$ cat config.mk
export PLATFORM = sky130hd
export DESIGN_NAME = iasu_top
export DESIGN_NICKNAME = d
export VERILOG_FILES = /design/src/core/iasu_pkg.sv /design/src/core/iasu_add_if.sv /design/src/core/iasu_adder.sv /design/src/core/iasu_top.sv
export VERILOG_INCLUDE_DIRS = /design/src /design/src/core
export SDC_FILE = /design/constraint.sdc
export NUM_CORES = 1
export LEC_CHECK = 0
export ABC_CLOCK_PERIOD_IN_PS = 5500
export BUFFER_PORTS_ARGS = -buffer_cell sky130_fd_sc_hd__buf_4
export CAP_MARGIN = 5
export CORE_ASPECT_RATIO = 0.75
export CORE_UTILIZATION = 30
export DETAILED_ROUTE_END_ITERATION = 8
export GPL_TIMING_DRIVEN = 0
export MAX_ROUTING_LAYER = met4
export SKIP_CTS_REPAIR_TIMING = 1
export SYNTH_ARGS = -nofsm -noshare
export SYNTH_HDL_FRONTEND = slang
export SYNTH_HIERARCHICAL = 1
export SYNTH_SLANG_ARGS = --single-unit
$ cat constraint.sdc
create_clock -name hclk -period 5.5 [get_ports hclk]
set_input_delay 0.275 -clock hclk [delete_from_list [all_inputs] [get_ports hclk]]
set_output_delay 0.275 -clock hclk [all_outputs]
set_load 0.02 [all_outputs]
$ cat src/core/iasu_regs.svh
// Register offsets, field positions, reset values and widths of the add/subtract unit.
// Assumes it is included by bare name from files under core/.
// Notes on behaviour
// - Immediate add: (A or zero) plus signed immediate.
// - Shifted immediate add: immediate in upper half.
// - Register add writes A plus B.
// - Reverse subtract writes B minus A.
// - Record variant updates condition field zero only.
// - Overflow variant alone updates overflow and sticky.
// - Immediate carrying add records carry out.
// - Recording immediate carrying add always updates field zero.
// - Immediate carrying subtract: immediate minus A, records carry.
// - Carrying add captures carry out.
// - Carrying reverse subtract captures carry out.
// - Extended add uses carry flag as carry in.
// - Extended reverse subtract takes carry flag as input.
// - Minus-one extended add: A plus carry plus ones.
// - Minus-one extended subtract: not A, carry, all ones.
// - All carrying forms set carry from top bit.
// - Field zero: signed compare of result against zero.
// - Overflow is signed overflow of 32-bit result.
`ifndef IASU_REGS_SVH
`define IASU_REGS_SVH

`define IASU_DATA_W 32
`define IASU_IMM_W 16
`define IASU_GPR_IDX_W 5

// Register byte offsets on the AHB-Lite slave.
`define IASU_OFS_FXR 8'h00
`define IASU_OFS_CFZ 8'h04
`define IASU_OFS_STATUS 8'h08
`define IASU_OFS_CTRL 8'h0C
`define IASU_OFS_OPCOUNT 8'h10

// Fixed-point exception register fields.
`define IASU_FXR_SO_BIT 31
`define IASU_FXR_OVF_BIT 30
`define IASU_FXR_CARRY_BIT 29

// Condition field zero bit order inside its 4-bit field.
`define IASU_CFZ_LT_BIT 3
`define IASU_CFZ_GT_BIT 2
`define IASU_CFZ_EQ_BIT 1
`define IASU_CFZ_STICKY_BIT 0

`define IASU_STATUS_ILLEGAL_BIT 0
`define IASU_CTRL_ENABLE_BIT 0

`define IASU_CTRL_RESET 1'b1
`define IASU_CFZ_RESET 4'h0

`endif

$ cat src/core/iasu_pkg.sv
// Types shared by the add/subtract unit, its checker and its bench.
// Assumes nothing of its surroundings.
package iasu_pkg;

	typedef enum logic [3:0] {
		IASU_OP_ADDI = 4'h0,
		IASU_OP_ADDIS = 4'h1,
		IASU_OP_ADD = 4'h2,
		IASU_OP_SUBF = 4'h3,
		IASU_OP_ADDIC = 4'h4,
		IASU_OP_ADDIC_REC = 4'h5,
		IASU_OP_SUBFIC = 4'h6,
		IASU_OP_ADDC = 4'h7,
		IASU_OP_SUBFC = 4'h8,
		IASU_OP_ADDE = 4'h9,
		IASU_OP_SUBFE = 4'hA,
		IASU_OP_ADDME = 4'hB,
		IASU_OP_SUBFME = 4'hC
	} iasu_op_t;

	typedef enum logic [1:0] {
		IASU_BUS_IDLE = 2'h0,
		IASU_BUS_RDWAIT = 2'h1
	} iasu_bus_st_t;

endpackage : iasu_pkg

$ cat src/core/iasu_add_if.sv
// Operand and result bundle between the unit and its adder.
// Assumes both ends run combinationally in one clock domain.
interface iasu_add_if #(
	parameter int W = 32
);
	logic [W-1:0] opa;
	logic [W-1:0] opb;
	logic cin;
	logic [W-1:0] sum;
	logic cout;
	logic ovf;

	modport user (output opa, output opb, output cin, input sum, input cout, input ovf);
	modport adder (input opa, input opb, input cin, output sum, output cout, output ovf);
endinterface : iasu_add_if

$ cat src/core/iasu_adder.sv
// Three-input adder with carry out and signed overflow.
// Assumes operands are already complemented or extended by the caller.
module iasu_adder #(
	parameter int W = 32
) (
	iasu_add_if.adder add
);
	logic [W:0] full;
	logic [W-1:0] low;

	assign full = {1'b0, add.opa} + {1'b0, add.opb} + {{W{1'b0}}, add.cin};
	assign low = {1'b0, add.opa[W-2:0]} + {1'b0, add.opb[W-2:0]} + {{(W-1){1'b0}}, add.cin};
	assign add.sum = full[W-1:0];
	assign add.cout = full[W];
	// Carry into the top bit differing from carry out marks signed overflow.
	assign add.ovf = low[W-1] ^ full[W];
endmodule : iasu_adder

$ cat src/core/iasu_top.sv
// Integer add/subtract unit with its flag registers and an AHB-Lite register slave.
// Assumes the issue port is driven by decode logic on hclk and a single AHB-Lite master.
`include "iasu_regs.svh"

module iasu_top #(
	parameter int DATA_W = `IASU_DATA_W,
	parameter int IMM_W = `IASU_IMM_W,
	parameter int IDX_W = `IASU_GPR_IDX_W
) (
	input wire logic hclk,
	input wire logic hresetn,
	input wire logic clk_en,
	// Issue port from decode.
	input wire logic issue_valid,
	output logic issue_ready,
	input wire iasu_pkg::iasu_op_t issue_op,
	input wire logic issue_record,
	input wire logic issue_ovf_en,
	input wire logic [IDX_W-1:0] issue_src_a_idx,
	input wire logic [DATA_W-1:0] src_a_gpr,
	input wire logic [DATA_W-1:0] src_b_gpr,
	input wire logic [IMM_W-1:0] signed_immediate_field,
	input wire logic [IDX_W-1:0] issue_dest_idx,
	// Writeback port to the register file.
	output logic wb_valid,
	output logic [IDX_W-1:0] wb_dest_idx,
	output logic [DATA_W-1:0] wb_data,
	// Flag state seen by the rest of the core.
	output logic [3:0] condition_field_zero,
	output logic unsigned_wrap_flag,
	output logic signed_wrap_flag,
	output logic sticky_wrap_flag,
	// AHB-Lite slave.
	input wire logic hsel,
	input wire logic [7:0] haddr,
	input wire logic [1:0] htrans,
	input wire logic hwrite,
	input wire logic [2:0] hsize,
	input wire logic [31:0] hwdata,
	input wire logic hready,
	output logic hreadyout,
	output logic hresp,
	output logic [31:0] hrdata
);
	iasu_add_if #(.W(DATA_W)) add ();

	iasu_adder #(.W(DATA_W)) u_iasu_adder (
		.add(add)
	);

	logic [DATA_W-1:0] imm_sext;
	logic [DATA_W-1:0] imm_shifted;
	logic [DATA_W-1:0] base_a;
	logic op_legal;
	logic op_carrying;
	logic op_has_ovf;
	logic op_record;
	logic fire;

	logic carry_q;
	logic ovf_q;
	logic so_q;
	logic [3:0] cfz_q;
	logic ctrl_enable_q;
	logic illegal_q;
	logic [31:0] opcount_q;
	logic wb_valid_q;
	logic [IDX_W-1:0] wb_dest_q;
	logic [DATA_W-1:0] wb_data_q;

	logic so_next;
	logic [3:0] cfz_next;

	// Bus state.
	iasu_pkg::iasu_bus_st_t bus_st_q;
	logic wr_pend_q;
	logic [7:0] addr_q;
	logic [31:0] hrdata_q;
	logic [31:0] rd_mux;
	logic addr_take;
	logic sw_wr;
	logic sw_wr_fxr;
	logic sw_wr_cfz;
	logic sw_wr_status;
	logic sw_wr_ctrl;

	// Issue is refused while software holds the unit disabled.
	assign issue_ready = ctrl_enable_q;
	assign fire = issue_valid & issue_ready & clk_en;

	// Source A index zero selects constant zero, not register zero, in ADDI and ADDIS.
	assign imm_sext = {{(DATA_W-IMM_W){signed_immediate_field[IMM_W-1]}},
		signed_immediate_field};
	assign imm_shifted = {signed_immediate_field,
		{(DATA_W-IMM_W){1'b0}}};
	assign base_a = (issue_src_a_idx == '0) ? '0 : src_a_gpr;

	always_comb begin
		add.opa = src_a_gpr;
		add.opb = src_b_gpr;
		add.cin = 1'b0;
		op_legal = 1'b1;
		op_carrying = 1'b0;
		op_has_ovf = 1'b0;
		op_record = 1'b0;
		unique case (issue_op)
			iasu_pkg::IASU_OP_ADDI: begin
				add.opa = base_a;
				add.opb = imm_sext;
			end
			iasu_pkg::IASU_OP_ADDIS: begin
				add.opa = base_a;
				add.opb = imm_shifted;
			end
			iasu_pkg::IASU_OP_ADD: begin
				op_has_ovf = 1'b1;
				op_record = issue_record;
			end
			iasu_pkg::IASU_OP_SUBF: begin
				add.opa = ~src_a_gpr;
				add.cin = 1'b1;
				op_has_ovf = 1'b1;
				op_record = issue_record;
			end
			iasu_pkg::IASU_OP_ADDIC: begin
				add.opb = imm_sext;
				op_carrying = 1'b1;
			end
			iasu_pkg::IASU_OP_ADDIC_REC: begin
				add.opb = imm_sext;
				op_carrying = 1'b1;
				op_record = 1'b1;
			end
			iasu_pkg::IASU_OP_SUBFIC: begin
				add.opa = ~src_a_gpr;
				add.opb = imm_sext;
				add.cin = 1'b1;
				op_carrying = 1'b1;
			end
			iasu_pkg::IASU_OP_ADDC: begin
				op_carrying = 1'b1;
				op_has_ovf = 1'b1;
				op_record = issue_record;
			end
			iasu_pkg::IASU_OP_SUBFC: begin
				add.opa = ~src_a_gpr;
				add.cin = 1'b1;
				op_carrying = 1'b1;
				op_has_ovf = 1'b1;
				op_record = issue_record;
			end
			iasu_pkg::IASU_OP_ADDE: begin
				add.cin = carry_q;
				op_carrying = 1'b1;
				op_has_ovf = 1'b1;
				op_record = issue_record;
			end
			iasu_pkg::IASU_OP_SUBFE: begin
				add.opa = ~src_a_gpr;
				add.cin = carry_q;
				op_carrying = 1'b1;
				op_has_ovf = 1'b1;
				op_record = issue_record;
			end
			iasu_pkg::IASU_OP_ADDME: begin
				add.opb = '1;
				add.cin = carry_q;
				op_carrying = 1'b1;
				op_has_ovf = 1'b1;
				op_record = issue_record;
			end
			iasu_pkg::IASU_OP_SUBFME: begin
				add.opa = ~src_a_gpr;
				add.opb = '1;
				add.cin = carry_q;
				op_carrying = 1'b1;
				op_has_ovf = 1'b1;
				op_record = issue_record;
			end
			default: begin
				op_legal = 1'b0;
			end
		endcase
	end

	// The copy of the sticky bit in field zero is the value after this operation.
	assign so_next = (op_has_ovf & issue_ovf_en) ? (so_q | add.ovf) : so_q;

	always_comb begin
		cfz_next = `IASU_CFZ_RESET;
		cfz_next[`IASU_CFZ_LT_BIT] = add.sum[DATA_W-1];
		cfz_next[`IASU_CFZ_GT_BIT] = ~add.sum[DATA_W-1] & (add.sum != '0);
		cfz_next[`IASU_CFZ_EQ_BIT] = (add.sum == '0);
		cfz_next[`IASU_CFZ_STICKY_BIT] = so_next;
	end

	// Writeback is registered: the result shows one edge after issue.
	always_ff @(posedge hclk or negedge hresetn) begin
		if (!hresetn) begin
			wb_valid_q <= 1'b0;
			wb_dest_q <= '0;
			wb_data_q <= '0;
		end else if (clk_en) begin
			wb_valid_q <= fire & op_legal;
			if (fire & op_legal) begin
				wb_dest_q <= issue_dest_idx;
				wb_data_q <= add.sum;
			end
		end
	end

	// Hardware updates win over a software write landing in the same cycle.
	always_ff @(posedge hclk or negedge hresetn) begin
		if (!hresetn) begin
			carry_q <= 1'b0;
		end else if (clk_en) begin
			if (fire & op_legal & op_carrying) begin
				carry_q <= add.cout;
			end else if (sw_wr_fxr) begin
				carry_q <= hwdata[`IASU_FXR_CARRY_BIT];
			end
		end
	end

	always_ff @(posedge hclk or negedge hresetn) begin
		if (!hresetn) begin
			ovf_q <= 1'b0;
			so_q <= 1'b0;
		end else if (clk_en) begin
			if (fire & op_legal & op_has_ovf & issue_ovf_en) begin
				ovf_q <= add.ovf;
				so_q <= so_next;
			end else if (sw_wr_fxr) begin
				ovf_q <= hwdata[`IASU_FXR_OVF_BIT];
				so_q <= hwdata[`IASU_FXR_SO_BIT];
			end
		end
	end

	always_ff @(posedge hclk or negedge hresetn) begin
		if (!hresetn) begin
			cfz_q <= `IASU_CFZ_RESET;
		end else if (clk_en) begin
			if (fire & op_legal & op_record) begin
				cfz_q <= cfz_next;
			end else if (sw_wr_cfz) begin
				cfz_q <= hwdata[3:0];
			end
		end
	end

	// Illegal opcodes are dropped and leave a sticky mark; write one to clear.
	always_ff @(posedge hclk or negedge hresetn) begin
		if (!hresetn) begin
			illegal_q <= 1'b0;
		end else if (clk_en) begin
			if (fire & ~op_legal) begin
				illegal_q <= 1'b1;
			end else if (sw_wr_status & hwdata[`IASU_STATUS_ILLEGAL_BIT]) begin
				illegal_q <= 1'b0;
			end
		end
	end

	always_ff @(posedge hclk or negedge hresetn) begin
		if (!hresetn) begin
			opcount_q <= '0;
		end else if (clk_en) begin
			if (fire & op_legal) begin
				opcount_q <= opcount_q + 32'h00000001;
			end
		end
	end

	always_ff @(posedge hclk or negedge hresetn) begin
		if (!hresetn) begin
			ctrl_enable_q <= `IASU_CTRL_RESET;
		end else if (clk_en) begin
			if (sw_wr_ctrl) begin
				ctrl_enable_q <= hwdata[`IASU_CTRL_ENABLE_BIT];
			end
		end
	end

	// AHB-Lite slave: writes finish with no wait, reads take one wait state
	// so that read data comes from a flop and sees a write just before it.
	assign addr_take = hsel & htrans[1] & hready;
	assign sw_wr = wr_pend_q & clk_en;
	assign sw_wr_fxr = sw_wr & (addr_q == `IASU_OFS_FXR);
	assign sw_wr_cfz = sw_wr & (addr_q == `IASU_OFS_CFZ);
	assign sw_wr_status = sw_wr & (addr_q == `IASU_OFS_STATUS);
	assign sw_wr_ctrl = sw_wr & (addr_q == `IASU_OFS_CTRL);

	always_comb begin
		rd_mux = 32'h00000000;
		unique case (addr_q)
			`IASU_OFS_FXR: begin
				rd_mux[`IASU_FXR_SO_BIT] = so_q;
				rd_mux[`IASU_FXR_OVF_BIT] = ovf_q;
				rd_mux[`IASU_FXR_CARRY_BIT] = carry_q;
			end
			`IASU_OFS_CFZ: rd_mux[3:0] = cfz_q;
			`IASU_OFS_STATUS: rd_mux[`IASU_STATUS_ILLEGAL_BIT] = illegal_q;
			`IASU_OFS_CTRL: rd_mux[`IASU_CTRL_ENABLE_BIT] = ctrl_enable_q;
			`IASU_OFS_OPCOUNT: rd_mux = opcount_q;
			default: rd_mux = 32'h00000000;
		endcase
	end

	always_ff @(posedge hclk or negedge hresetn) begin
		if (!hresetn) begin
			bus_st_q <= iasu_pkg::IASU_BUS_IDLE;
			wr_pend_q <= 1'b0;
			addr_q <= 8'h00;
		end else if (clk_en) begin
			wr_pend_q <= addr_take & hwrite;
			if (addr_take) begin
				addr_q <= {haddr[7:2], 2'b00};
			end
			unique case (bus_st_q)
				iasu_pkg::IASU_BUS_IDLE: begin
					if (addr_take & ~hwrite) begin
						bus_st_q <= iasu_pkg::IASU_BUS_RDWAIT;
					end
				end
				iasu_pkg::IASU_BUS_RDWAIT: begin
					bus_st_q <= iasu_pkg::IASU_BUS_IDLE;
				end
				default: begin
					bus_st_q <= iasu_pkg::IASU_BUS_IDLE;
				end
			endcase
		end
	end

	always_ff @(posedge hclk or negedge hresetn) begin
		if (!hresetn) begin
			hrdata_q <= 32'h00000000;
		end else if (clk_en) begin
			if (bus_st_q == iasu_pkg::IASU_BUS_RDWAIT) begin
				hrdata_q <= rd_mux;
			end
		end
	end

	// Only word transfers are supported; hsize is accepted but not checked.
	assign hreadyout = (bus_st_q == iasu_pkg::IASU_BUS_IDLE);
	assign hresp = 1'b0;
	assign hrdata = hrdata_q;

	assign wb_valid = wb_valid_q;
	assign wb_dest_idx = wb_dest_q;
	assign wb_data = wb_data_q;
	assign condition_field_zero = cfz_q;
	assign unsigned_wrap_flag = carry_q;
	assign signed_wrap_flag = ovf_q;
	assign sticky_wrap_flag = so_q;

endmodule : iasu_top

==> reports/results.tsv <==
metric	value	unit
hpwl	21400	microns
grt_use_met2	28.2	%
arrival	5440	ps
grt_setup_unrepaired	false	
syn_nets	1087	
drv.max_cap_violation_count	0	
post_synth.cell_area_avg	8.87	sq um
grt.total_usage	20.5	%
initial_utilization	30.8	%
critical_path_peak_fanout	10	
mappedNetlistArea	0.00803	sq mm
synth_seq_area_share	37.1	%
setup_violations	0	
holdCritPathClass	in2reg	
finalCriticalPeriod	5140	ps
asyncSetResetFlopFracSynth	100	%
drive_gt1_share	28.3	%
maxSlewViolCount	0	
seq_area	0.00298	sq mm
outcome	finished, final reports clean	
slew_headroom	37.7	%
achievable-frequency	194	MHz
reg_to_reg_critical_path_startpoint	unsigned_wrap_flag$_DFFE_PN0P_	
die_area	0.0274	sq mm
cp_cell_sequence	buf_4, buf_2, buf_1, nor4_1, a21boi_2, buf_4, nand2_1, o21ai_1, fa_1, inv_1, fa_1, nand2b_1, a211o_1, a21oi_1, o21ai_1, nand2b_1, a221oi_1, o21ai_1, xor2_1, nor4_1, nand4_1, or2_2, nand2b_1, mux2i_1	
grt.busiest_layer	met1	
skew	8.02	ps
setup.reg_to_reg.worst_slack	820	ps
final.fill_count	2623	
yosysTopAreaCell	dfrtp_1	
routed_length_per_instance	18.1	microns
ioPinCount	228	
totalWireLength	26800	microns
final_report_hold_violation_count	0	
tritoncts_clock_tree	built	
cts.htree.levels	4	
start_kind	primary input	
vdd_ir_drop_max	205	uV
leakagePower	0.00501	uW
critical_path_endpoint	condition_field_zero[2]$_DFFE_PN0P_	
totalNegativeSetupSlack	0	ps
globalRouteOverflowTotal	0	
die_h	144	microns
setup.worst_path.end_class	flip-flop	
layout_area_overhead	31.8	%
final_replace_weighted_congestion	0.880	
post_drt_via_cell_ratio	5.10	
yosys_register_bits	119	
fin_crit_sh	93.5	%
clk-insertion-delay-late	420	ps
clock_tree.root_cell	clkbuf_16	
drc	0	
worst_setup_hold_path_clk_slew	60	ps
wire_length_of_the_first_global_routing_pass	41300	microns
critical_path.max_stage_delay	640	ps
core-area	0.0261	sq mm
final_design_area_no_fill	0.0106	sq mm
multi_input_area	0.00477	sq mm
io_buffer_count	194	
fin_nets	1302	
worst_r2r_endpoint	condition_field_zero[2]$_DFFE_PN0P_	
ys_dominant_reg_cell	dfrtp_1	
number_of_standard_cells_after_synthesis	905	
synth_enable_flop_cells	0	
clkSinkCount	119	
grt_pass1_vias	7290	
slew_at_the_pin_closest_to_its_max_slew_limit	911	ps
post_route_antenna_net_violation_count	0	
dr_vias	7545	
placementRows	51	
cts_buffers	17	
timing.critical_path.slowest_stage_cell	a221oi_1	
finalHoldWorstSlack	88.7	ps
grtUsageMet1	29.7	%
critical_path_depth	24	
drt_first_pass_iters	5	
grt_util_met3	5.35	%
required	5800	ps
die_w	191	microns
critical_path.startpoint	issue_op[3]	
criticalPathCategory	in2reg	
synth_top_area_share	36.8	%
maximum_number_of_pins_on_one_net_before_global_route_repair	95	
dp.cells	1444	
yosysWarnings	6	
placed_area	0.00995	sq mm
top_cell_family_by_delay_on_the_critical_path	simple AND/OR/NAND/NOR gates	
maximum_buffer_depth_of_the_clock_tree	2	
ys_top_cells_by_area	dfrtp_1 (37%), nand2_1 (8.2%), mux2_2 (6.5%)	
detail_route.iter0.violations	545	
power_per_cell_area	307	mW/mm^2
ff2ff_path_depth	18	
antenna_found_initial	1	
final_cells	1478	
synth.distinct_cells	74	
count_of_buffer_and_inverter_cells_on_the_critical_path	5	
-- metal layers --
metal	wire length (microns)	part of all wire [%]	vias up
li1	-	-	3700
met4	223	0.83	0
met2	11100	41	214
met1	13700	51	3615
met5	0	0	-
met3	1800	6.7	16
-- synthesized netlist by cell type (all sizes together), types with 2 or more instances --
library cell  instances
mux2                 48
dfrtp               118
a221o                 3
a31oi                 6
xor2                 18
a21o                 20
o21ai               101
nor3                  4
inv                  13
nand2b                7
a22oi                23
or4                   2
a211oi                5
nor4                 16
or2                   2
fa                    2
nand2               177
buf                  24
clkbuf               27
xnor2                43
ha                   32
mux2i                 8
o21bai                5
a21oi                30
o21a                  4
o31ai                 2
a2111oi               2
and2                  4
a31o                  2
a221oi                3
nand3                20
o2bb2ai              15
nor2                 45
nand4                18
and3                  9
nor2b                 9
o211ai               18
and4                  6
-- logic make-up after synthesis --
group           share of synthesized area (%)
buf+inv                                  3.51
compound gates                           20.6
xor+xnor                                 6.65
flops                                    37.1
simple gates                             18.7
mux                                      7.73
other cells                            0.0467
fa+ha+maj                                5.61
-- where the power goes --
part           total [uW]  switching (uW)  internal [uW]
logic                1090             658            431
registers             996            54.8            941
clock network        1160             420            740
total                3250            1130           2110
-- cell usage in the layout, fill, tap and decap left out, types with 3 or more instances in the layout --
| cell type | netlist | routed |
|---|---|---|
| clkbuf_1 | 27 | 27 |
| o21a_1 | 4 | 4 |
| a21o_1 | 20 | 20 |
| and2_1 | 4 | 4 |
| bufinv_16 | 0 | 3 |
| nor2_1 | 45 | 45 |
| xnor2_1 | 43 | 43 |
| a211oi_1 | 4 | 4 |
| nand2b_1 | 7 | 7 |
| o2bb2ai_1 | 15 | 15 |
| buf_1 | 3 | 3 |
| nor4_1 | 13 | 13 |
| clkbuf_16 | 0 | 17 |
| nand3_1 | 19 | 19 |
| buf_2 | 15 | 15 |
| mux2_2 | 46 | 46 |
| and3_1 | 8 | 8 |
| clkinv_4 | 0 | 6 |
| o21ai_1 | 39 | 39 |
| a21oi_1 | 29 | 29 |
| buf_4 | 6 | 199 |
| a221o_1 | 3 | 3 |
| dfrtp_1 | 118 | 118 |
| nor3_1 | 3 | 3 |
| a31oi_1 | 5 | 5 |
| ha_1 | 32 | 32 |
| nand4_1 | 17 | 17 |
| nor2b_1 | 9 | 9 |
| o21bai_1 | 4 | 4 |
| o21ai_0 | 62 | 62 |
| a22oi_1 | 22 | 22 |
| and4_1 | 6 | 6 |
| mux2i_1 | 8 | 8 |
| nand2_1 | 176 | 176 |
| inv_1 | 12 | 12 |
| o211ai_1 | 16 | 16 |
| xor2_1 | 18 | 18 |
-- cell type report --
cell class | instances | area share (%)
sequential | 119 | 28.1
multi-input combinational | 722 | 45.1
inverter | 13 | 0.461
tap | 344 | 4.07
clock buffer | 19 | 4.28
clock inverter | 13 | 1.62
buffer | 51 | 2.20
antenna | 1 | 0.0236
timing repair buffer | 196 | 14.2
-- worst min path at each step --
stage / startpoint / endpoint / slack (ps) / depth (start not counted)
global route: haddr[3] / addr_q[3]$_DFFE_PN0P_ / 70 / 2
finish: haddr[6] / addr_q[6]$_DFFE_PN0P_ / 90 / 2
detailed placement: hresetn / wb_data[8]$_DFFE_PN0P_ / 150 / 1
CTS: hresetn / wb_data[3]$_DFFE_PN0P_ / -300 / 1
global placement: opcount_q[31]$_DFFE_PN0P_ / opcount_q[31]$_DFFE_PN0P_ / 460 / 1
floorplan: hresetn / addr_q[2]$_DFFE_PN0P_ / -20 / 0
-- metrics by stage --
stage                     setup slack, ps  total power (uW)  utilization [%]
final                                 358              3250             40.6
after global routing                 73.3              3420             40.6
after CTS                             447              3270             40.5
after detailed placement             18.6              2090             38.1
after global placement               24.5              2070             38.0
after floorplan                      1270              1680                -
-- sequential cells by signal, indices dropped and copies added, names as in the netlist --
register              cells
addr_q                    6
bus_st_q                  1
condition_field_zero      4
hrdata                   32
illegal_q                 1
issue_ready               1
opcount_q                32
signed_wrap_flag          1
sticky_wrap_flag          1
unsigned_wrap_flag        1
wb_data                  32
wb_dest_idx               5
wb_valid                  1
wr_pend_q                 1
(Power assumes the default switching activity.)
